## src/pkg/mdc_defs.svh

```systemverilog
// Offsets, field positions and reset values of the datapath configuration register
`ifndef MDC_DEFS_SVH
`define MDC_DEFS_SVH
`define MDC_ADDR_W 12
`define MDC_CONFIG_OFFSET 12'h060
`define MDC_CONFIG_RESET 32'h0000_0000
`define MDC_CONFIG_WMASK 32'h0000_3F7B
`define MDC_BIT_REACT_LPF_BYP 13
`define MDC_BIT_ACT_LPF_BYP 12
`define MDC_BIT_NEUT_INT_EN 11
`define MDC_BIT_NOMINAL_VOLTAGE_RMS_C 10
`define MDC_BIT_NOMINAL_VOLTAGE_RMS_B 9
`define MDC_BIT_NOMINAL_VOLTAGE_RMS_A 8
`define MDC_BIT_ZX_SRC 6
`define MDC_BIT_PHASE_INT_EN 5
`define MDC_BIT_MULTI_EN 4
`define MDC_BIT_HPF_BYP 3
`define MDC_REGION_OFF 4'hF
`define MDC_NUM_REGIONS 5
`endif

```

## src/pkg/mdc_pkg.sv

```systemverilog
// Types shared by the datapath configuration block
`default_nettype none
package mdc_pkg;
    typedef enum logic [1:0] {
        MDC_SUM_PHASES_A,
        MDC_SUM_PLUS_NEUTRAL,
        MDC_SUM_MINUS_NEUTRAL,
        MDC_SUM_PHASES_B
    } mdc_sum_cfg_t;
endpackage
`default_nettype wire

```

## src/rtl/mdc_datapath_config.sv

```systemverilog
// Metering datapath configuration register and its steering outputs
`timescale 1ns/1ps
`default_nettype none
`include "mdc_defs.svh"
module mdc_datapath_config #(
    parameter int SAMPLE_W = 24,
    parameter int RMS_W = 24
) (
    input wire logic clock_i,
    input wire logic rstn_i,
    // Register port
    input wire logic reg_write_i,
    input wire logic reg_read_i,
    input wire logic [`MDC_ADDR_W-1:0] reg_addr_i,
    input wire logic [31:0] reg_wdata_i,
    output logic [31:0] reg_rdata_o,
    output logic reg_hit_o,
    // Datapath timing
    input wire logic sample_strobe_i,
    // Current samples
    input wire logic [SAMPLE_W-1:0] phase_a_current_sample_i,
    input wire logic [SAMPLE_W-1:0] phase_b_current_sample_i,
    input wire logic [SAMPLE_W-1:0] phase_c_current_sample_i,
    input wire logic [SAMPLE_W-1:0] neutral_current_sample_i,
    output logic [SAMPLE_W+1:0] current_sum_o,
    // Multipoint inputs per phase, A in the low slice
    input wire logic [3*RMS_W-1:0] current_rms_i,
    input wire logic [12*RMS_W-1:0] multipoint_low_threshold_i,
    input wire logic [12*RMS_W-1:0] multipoint_high_threshold_i,
    output logic [11:0] gain_region_o,
    // Steering outputs
    output logic reactive_lpf_bypass_o,
    output logic active_lpf_bypass_o,
    output logic neutral_integrator_enable_o,
    output logic phase_integrator_enable_o,
    output logic [2:0] nominal_voltage_select_o,
    output logic zero_cross_source_select_o,
    output logic multipoint_comp_enable_o,
    output logic highpass_bypass_o
);
    import mdc_pkg::*;

    initial begin
        if (SAMPLE_W < 2 || RMS_W < 2) $error("widths too small");
    end

    typedef struct packed {
        logic [31:0] cfg;      // Software copy
        logic [31:0] active;   // Copy the datapath sees
        logic [SAMPLE_W+1:0] sum;
    } mdc_state_t;

    mdc_state_t state_q;
    mdc_state_t state_d;
    logic cfg_hit;
    logic [SAMPLE_W+1:0] phase_sum;
    logic [SAMPLE_W+1:0] neutral_ext;
    mdc_sum_cfg_t sum_cfg;

    assign cfg_hit = (reg_addr_i == `MDC_CONFIG_OFFSET);

    // ---------------------------------------------
    // Current sum
    // ---------------------------------------------
    // Sign-extend by two bits so three or four terms never overflow.
    assign phase_sum = {{2{phase_a_current_sample_i[SAMPLE_W-1]}}, phase_a_current_sample_i}
        + {{2{phase_b_current_sample_i[SAMPLE_W-1]}}, phase_b_current_sample_i}
        + {{2{phase_c_current_sample_i[SAMPLE_W-1]}}, phase_c_current_sample_i};
    assign neutral_ext = {{2{neutral_current_sample_i[SAMPLE_W-1]}}, neutral_current_sample_i};
    assign sum_cfg = mdc_sum_cfg_t'(state_q.active[1:0]);

    // ---------------------------------------------
    // Next state
    // ---------------------------------------------
    always_comb begin
        state_d = state_q;
        if (reg_write_i && cfg_hit) begin
            state_d.cfg = reg_wdata_i & `MDC_CONFIG_WMASK;
        end
        // Only load on a sample boundary so a sample in flight keeps its setting
        if (sample_strobe_i) begin
            state_d.active = state_q.cfg;
            case (sum_cfg)
                MDC_SUM_PLUS_NEUTRAL: state_d.sum = phase_sum + neutral_ext;
                MDC_SUM_MINUS_NEUTRAL: state_d.sum = phase_sum - neutral_ext;
                MDC_SUM_PHASES_A: state_d.sum = phase_sum;
                MDC_SUM_PHASES_B: state_d.sum = phase_sum;
                default: state_d.sum = phase_sum;
            endcase
        end
    end

    // State register
    always_ff @(posedge clock_i or negedge rstn_i) begin
        if (!rstn_i) begin
            state_q <= '0;
        end else begin
            state_q <= state_d;
        end
    end

    // ---------------------------------------------
    // Region choosers, one per phase
    // ---------------------------------------------
    for (genvar p = 0; p < 3; p++) begin : g_phase
        mdc_region_select #(
            .RMS_W(RMS_W)
        ) u_region (
            .clock_i(clock_i),
            .rstn_i(rstn_i),
            .enable_i(state_q.active[`MDC_BIT_MULTI_EN]),
            .sample_strobe_i(sample_strobe_i),
            .current_rms_i(current_rms_i[p*RMS_W +: RMS_W]),
            .multipoint_low_threshold_i(multipoint_low_threshold_i[p*4*RMS_W +: 4*RMS_W]),
            .multipoint_high_threshold_i(multipoint_high_threshold_i[p*4*RMS_W +: 4*RMS_W]),
            .region_o(gain_region_o[p*4 +: 4])
        );
    end

    // ---------------------------------------------
    // Read port and steering
    // ---------------------------------------------
    assign reg_hit_o = cfg_hit;
    assign reg_rdata_o = (reg_read_i && cfg_hit) ? state_q.cfg : 32'h0000_0000;
    assign current_sum_o = state_q.sum;
    assign reactive_lpf_bypass_o = state_q.active[`MDC_BIT_REACT_LPF_BYP];
    assign active_lpf_bypass_o = state_q.active[`MDC_BIT_ACT_LPF_BYP];
    assign neutral_integrator_enable_o = state_q.active[`MDC_BIT_NEUT_INT_EN];
    assign nominal_voltage_select_o = state_q.active[`MDC_BIT_NOMINAL_VOLTAGE_RMS_C:`MDC_BIT_NOMINAL_VOLTAGE_RMS_A];
    assign zero_cross_source_select_o = state_q.active[`MDC_BIT_ZX_SRC];
    assign phase_integrator_enable_o = state_q.active[`MDC_BIT_PHASE_INT_EN];
    assign multipoint_comp_enable_o = state_q.active[`MDC_BIT_MULTI_EN];
    assign highpass_bypass_o = state_q.active[`MDC_BIT_HPF_BYP];
endmodule // mdc_datapath_config
`default_nettype wire

```

## src/rtl/mdc_region_select.sv

```systemverilog
// Multipoint gain region chooser for one phase
`timescale 1ns/1ps
`default_nettype none
`include "mdc_defs.svh"
module mdc_region_select #(
    parameter int RMS_W = 24
) (
    input wire logic clock_i,
    input wire logic rstn_i,
    input wire logic enable_i,
    input wire logic sample_strobe_i,
    input wire logic [RMS_W-1:0] current_rms_i,
    input wire logic [4*RMS_W-1:0] multipoint_low_threshold_i,
    input wire logic [4*RMS_W-1:0] multipoint_high_threshold_i,
    output logic [3:0] region_o
);
    import mdc_pkg::*;

    initial begin
        if (RMS_W < 2) $error("RMS_W too small");
    end

    typedef struct packed {
        logic [3:0] region;
    } mdc_rs_state_t;

    mdc_rs_state_t state_q;
    mdc_rs_state_t state_d;

    // ---------------------------------------------
    // Region walk with hysteresis
    // ---------------------------------------------
    // Step up past a high threshold, down below a low one; the gap between the two
    // keeps the gain from chattering at a boundary.
    always_comb begin
        state_d = state_q;
        if (!enable_i) begin
            state_d.region = `MDC_REGION_OFF;
        end else if (sample_strobe_i) begin
            if (state_q.region > 4'h4) begin
                state_d.region = 4'h0;
            end else if (state_q.region < 4'h4 &&
                    current_rms_i > multipoint_high_threshold_i[state_q.region*RMS_W +: RMS_W]) begin
                state_d.region = state_q.region + 4'h1;
            end else if (state_q.region > 4'h0 &&
                    current_rms_i < multipoint_low_threshold_i[(state_q.region-4'h1)*RMS_W +: RMS_W]) begin
                state_d.region = state_q.region - 4'h1;
            end
        end
    end

    // State register
    always_ff @(posedge clock_i or negedge rstn_i) begin
        if (!rstn_i) begin
            state_q <= '{region: 4'hF};
        end else begin
            state_q <= state_d;
        end
    end

    assign region_o = state_q.region;
endmodule // mdc_region_select
`default_nettype wire

```

## config.mk

```make
export PLATFORM = sky130hd
export DESIGN_NAME = mdc_datapath_config
export DESIGN_NICKNAME = d
export VERILOG_FILES = /design/src/pkg/mdc_pkg.sv /design/src/rtl/mdc_datapath_config.sv /design/src/rtl/mdc_region_select.sv
export VERILOG_INCLUDE_DIRS = /design/src /design/src/pkg
export SDC_FILE = /design/constraint.sdc
export NUM_CORES = 1
export LEC_CHECK = 0
export ABC_AREA = 1
export ABC_CLOCK_PERIOD_IN_PS = 10100
export BUFFER_PORTS_ARGS = -buffer_cell sky130_fd_sc_hd__buf_4
export CAP_MARGIN = 30
export CORE_AREA = 8 8 336 338
export CTS_CLUSTER_DIAMETER = 40
export CTS_CLUSTER_SIZE = 12
export DETAILED_ROUTE_END_ITERATION = 16
export DIE_AREA = 0 0 344 346
export SYNTH_ARGS = -nofsm -noshare
export SYNTH_HDL_FRONTEND = slang
export SYNTH_HIERARCHICAL = 1
export SYNTH_SLANG_ARGS = --single-unit
```

## constraint.sdc

```tcl
create_clock -name clock_i -period 10.1 [get_ports clock_i]
set_input_delay 2.02 -clock clock_i [delete_from_list [all_inputs] [get_ports clock_i]]
set_output_delay 2.02 -clock clock_i [all_outputs]
set_load 0.005 [all_outputs]
```

* After elaboration in Yosys (flattened, before gate mapping)
Index checks and enable logic that the tools add are counted.
** Word-level totals
- Register bits :: 62
- Output and inout bits :: 81
- Logic and storage cells :: 84
** Cells by class
- Add/subtract/negate cells :: 13
- Multiply operators :: 6
- Order comparisons :: 15
- Eq/ne operators :: 8
- Shift-type cells :: 6
- Multiplexer cells :: 17
- Reductions and logical operators :: 13
** Operator list (count)
- $shiftx 96x10->24 :: 3
- $shiftx 96x33->24 :: 3
- $mul 32x2->29 const B :: 3
- $pmux 26 s3 :: 1
- $gt 24x24->1 :: 3
- $lt 24x24->1 :: 3
- $mux 4 :: 15
- $add 25x24->26 :: 1
- $add 26x26->26 :: 1
- $sub 26x26->26 :: 1
- $add 24x24->25 :: 1
- $mul 4x2->6 const B :: 3
- $sub 4x1->5 const B :: 3
- $mux 14 :: 1
- $add 4x1->4 const B :: 3
- $eq 12x7->1 const B :: 1
- $gt 4x1->1 const B :: 3
- $gt 4x3->1 const B :: 3
- $lt 4x3->1 const B :: 3
- $ne 4x1->1 const B :: 3
- $sub 4x1->4 const B :: 3
- $logic_and 1x1->1 :: 8
- $reduce_and 2->1 :: 3
- $eq 2x2->1 const B :: 2
- other kinds (4) :: 4

* Depth between registers and ports, before layout
- Depth in word-level cells :: 10
- Gate-level depth with buffers :: 38
- Mapped depth without buffers :: 32

* By module
Netlist, hierarchy kept.
** By module, submodules not included
- mdc_region_select at g_phase[0].u_region ... :: instances 2, cells an instance 922, area an instance 4825.9 µm²
- mdc_datapath_config :: instances 1, cells an instance 1090, area an instance 6944.2 µm²
- mdc_region_select at g_phase[2].u_region :: instances 1, cells an instance 915, area an instance 4914.7 µm²

* Least setup slack after synthesis
OpenSTA, ideal clock, no wires.
- Kind :: register to register
- Start point :: register g_phase[2].u_region.state_q, in the netlist g_phase[2].u_region/region_o[0]
- End point :: register g_phase[2].u_region.state_q, in the netlist g_phase[2].u_region/region_o[1]
- Arrival :: 5.345 ns
- Path slack :: 4.694 ns
- Stages on the path, launching flop included :: 32
- Cells stage by stage :: dfstp_2 > inv_1 > clkbuf_1 > clkbuf_1 > clkbuf_1 > clkbuf_1 > ha_1 > inv_1 > nand2_1 > nand2_1 > fa_1 > inv_1 > nor2_1 > clkbuf_1 > inv_1 > nor2_1 > inv_1 > o21ai_0 > o22ai_1 > ha_1 > nand3_1 > inv_1 > nand2_1 > nor4_1 > inv_1 > nor4_1 > nand2_1 > nand2_2 > nand2_2 > nand2_2 > nand2_1 > nand2_1
** Between the ends
- Cells in the longest elaborated chain, start to end :: 8
** RTL lines
- start, declared :: line mdc_region_select.sv:27 : mdc_rs_state_t state_q;
- start signal, assigned :: line mdc_region_select.sv:55 : state_q <= '{region: 4'hF};
- start signal, assigned :: line mdc_region_select.sv:57 : state_q <= state_d;
- branches (longest 8 deep; another with $mul 32x2->29)
Parallel ways; which one is timed is not known. The select of a mux whose other input is x is not followed.
A chain may end at the register's enable or synchronous reset.

* Worst setup path in the final report
- Start point :: register g_phase[0].u_region.state_q, in the netlist g_phase[0].u_region/region_o[0]
- End point :: register g_phase[0].u_region.state_q, in the netlist g_phase[0].u_region/region_o[2]
** Between the ends
- Cells in the longest elaborated chain, start to end :: 8
** RTL lines (line)
- start, declared :: mdc_region_select.sv:27
- start signal, assigned :: mdc_region_select.sv:55
- start signal, assigned :: mdc_region_select.sv:57
- branches (longest 8 deep; another with $mul 32x2->29)
Parallel ways; which one is timed is not known. The select of a mux whose other input is x is not followed.

==> reports/metrics.cfg <==
[floorplanning]
io_pins=874
die_area_um2=119000
core_area_um2=108000
rows=121
die_x_um=344
die_y_um=346
start_util_pct=20.0

[yosys]
synth_cell_types=69
netlist_instances=3849
synth_most_common_cell=nand2_1
yosys-top-cells-area=nand2_1 19%, ha_1 12%, o21ai_0 11%
syn_avg_cell_area_um2=5.59
ys.flop_type=dfrtp_1
ys_top_cells_by_count=1089 x nand2_1, 487 x o21ai_0, 395 x nor2_1
synth_seq_area_share_pct=7.28
ys_warn_count=6
synth-edff-count=0
synth_top_area_cell=nand2_1
netlist_area_um2=21500
synth_seq_cells=62
synth-async-reset-ratio_pct=100
synth.top_cell.area_share_pct=19.0

[worst_setup_path]
max_stage_delay_ps=920
path_buf_inv=4
crit_type=flop to flop
critical-path-top-delay-family=simple AND/OR/NAND/NOR gates
crit_top_cell=nand2_1
crit_cells=23
crit_required_ps=10400
crit_path_end_kind=flop
crit_chain=inv_2 > ha_1 > nand2_2 > inv_1 > nor2_1 > buf_4 > nor2_2 > inv_1 > nor2_1 > a21oi_1 > o21ai_0 > nand2_1 > ha_1 > a21oi_1 > o21ai_0 > nand2_1 > o2111ai_1 > a211oi_1 > nand2_1 > nand2_1 > nand2_1 > nand2_1 > nand2_1
start_kind=flop
arrival_ps=7600
crit_fanout=47
r2r_cells=23
crit_path_top_delay_cell=dfstp_4

[sta]
fmax_mhz=137
worst_slew_pin_slew_ps=966
min_period_over_period_pct=72.3
final.setup.tns_ps=0
fin_ws_ps=2800
hold_viol_final=0
relSlewSlack_pct=35.5
grt_setup_unrepaired=no
finalSetupViolCount=0
finalCriticalPeriod_ps=7300
slew_viol_final=0
whs_ps=475
fin_skew_ps=8.91

[place]
place_inst=5904
portBuffers=833
dp_hpwl_um=102000
gp_routability_congestion=0.974
place_ws_ps=3040

[detailed_routing]
vias_per_cell=4.97
drt-total-wl_um=122000
routedWlPerCell_um=20.6
first_pass_iters=6
drtIter0Drc=3157
num_vias=29500
antenna_left=0
drc=0

[layout]
nets=5533
area_delta_synth_final_pct=35.0
layout-drive-gt1-share_pct=21.7
layout.cells.non_filler=5938
fillers=12300
final_core_util_pct=26.9

[cts]
cts_tree=yes
worstSkewPairLatency_ps=380
numCtsBuffers=9
cts_max_path_buffers=2
cts.repair.resized=0
cts_root_buf=clkbuf_16
cts.htree.levels=3
post_cts.repair.setup_buffers=0
cts_hold_buf=0
clk_pin_slew_ps=60
clock-sinks=62

[power]
power.leakage_nw=13.6
ir_drop_uv=67.7
powerDensity_nw_per_um2=70.2

[flow_run]
cap_violations=0

[run_status]
status=finished, final reports clean

[worst_hold_path]
hold_class=flop to flop
worstHoldPathCells=2

[global_route]
grt_start_max_net_pins=92
antenna_found_initial=25
grt_remaining_overflow=0
grt_pass1_vias=28600
grt_pass1_wl_um=179000
gr-usage-all-layers_pct=19.2

## worst paths after layout
| check | start | end | slack (ps) |
|---|---|---|---|
| max | g_phase[0].u_region/region_o[0] | g_phase[0].u_region/region_o[2] | 2800 |
| min | state_q[59] | state_q[59] | 480 |
| max reg2reg | g_phase[0].u_region/region_o[0] | g_phase[0].u_region/region_o[2] | 2800 |
| min reg2reg | state_q[59] | state_q[59] | 480 |
| max in group asynchronous | rstn_i | multipoint_comp_enable_o | 7580 |
| min in group asynchronous | rstn_i | current_sum_o[11] | 1480 |
## layout make-up
cell class                      instances  area (µm²)  area share [%]
Inverter                              343        1290            4.45
Antenna cell                           18        45.0           0.155
Timing Repair Buffer                  879        6610            22.8
Tap cell                             1414        1770            6.09
Clock buffer                           10         239           0.823
Sequential cell                        62        1580            5.43
Multi-Input combinational cell       3206       17400            60.0
Clock inverter                          6        68.8           0.237
## sequential cells by signal (all words and copies together) (netlist names)
name,cells
active_lpf_bypass_o,1
current_sum_o,26
g_phase.u_region/region_o,12
highpass_bypass_o,1
multipoint_comp_enable_o,1
neutral_integrator_enable_o,1
nominal_voltage_select_o,3
phase_integrator_enable_o,1
reactive_lpf_bypass_o,1
state_q,14
zero_cross_source_select_o,1
## through the flow
| stage | power [mW] | cell area (µm²) |
|---|---|---|
| global route | 2.25 | 29000 |
| CTS | 2.07 | 29000 |
| global placement | 1.68 | 28700 |
| finish | 2.04 | 29000 |
| floorplan | 1.12 | 21600 |
| detailed placement | 1.69 | 28700 |
## cells in the final DEF (no fill, tap or decap), types with 17 or more instances in the layout
cell and instances:
buf_4 878, nor3_1 32, nand3_1 234, nand4_1 70
conb_1 20, nor2_1 393, xnor2_1 20, fa_1 32
o211ai_1 31, nor2_2 20, ha_1 207, a31oi_1 40
a221oi_1 17, dfrtp_1 50, inv_1 332, o22ai_1 102
o21ai_0 487, diode_2 18, a211oi_1 17, nand2_1 1089
xor2_1 33, a21oi_1 189
## cell families (layout without fill, tap and decap cells)
kind of cell | after synthesis | in the layout | share of synthesized area [%]
simple gates | 1892 | 1892 | 36.7
fa+ha+maj | 239 | 239 | 15.0
xor+xnor | 54 | 54 | 2.20
flops | 62 | 62 | 7.28
mux | 1 | 1 | 0.0465
compound gates | 1000 | 1000 | 26.7
other cells | 1 | 38 | 0.0174
buf+inv | 600 | 1238 | 12.0
## worst register-to-register path: stages, from the launching register on
cell       delay (ps)
dfstp_4           920
inv_2             380
ha_1              900
nand2_2           350
inv_1             750
nor2_1            360
buf_4             280
nor2_2            450
inv_1             390
nor2_1            660
a21oi_1           160
o21ai_0           130
nand2_1            90
ha_1              300
a21oi_1           150
o21ai_0           110
nand2_1            70
o2111ai_1         110
a211oi_1          210
nand2_1           140
nand2_1            80
nand2_1            90
nand2_1           110
nand2_1            50
## where the power goes
| part | total, mW | internal, mW | switching, mW |
|---|---|---|---|
| logic | 1.38 | 0.586 | 0.796 |
| clock network | 0.353 | 0.200 | 0.153 |
| registers | 0.305 | 0.285 | 0.0202 |
## layer usage
metal / wire length (µm) / GRT usage [%]
met3: 11700 / 4.97
met4: 2850 / 5.01
met1: 51300 / 24.8
met2: 56200 / 31.6
met5: 69 / 0
Power figures use the tool's default switching activity.
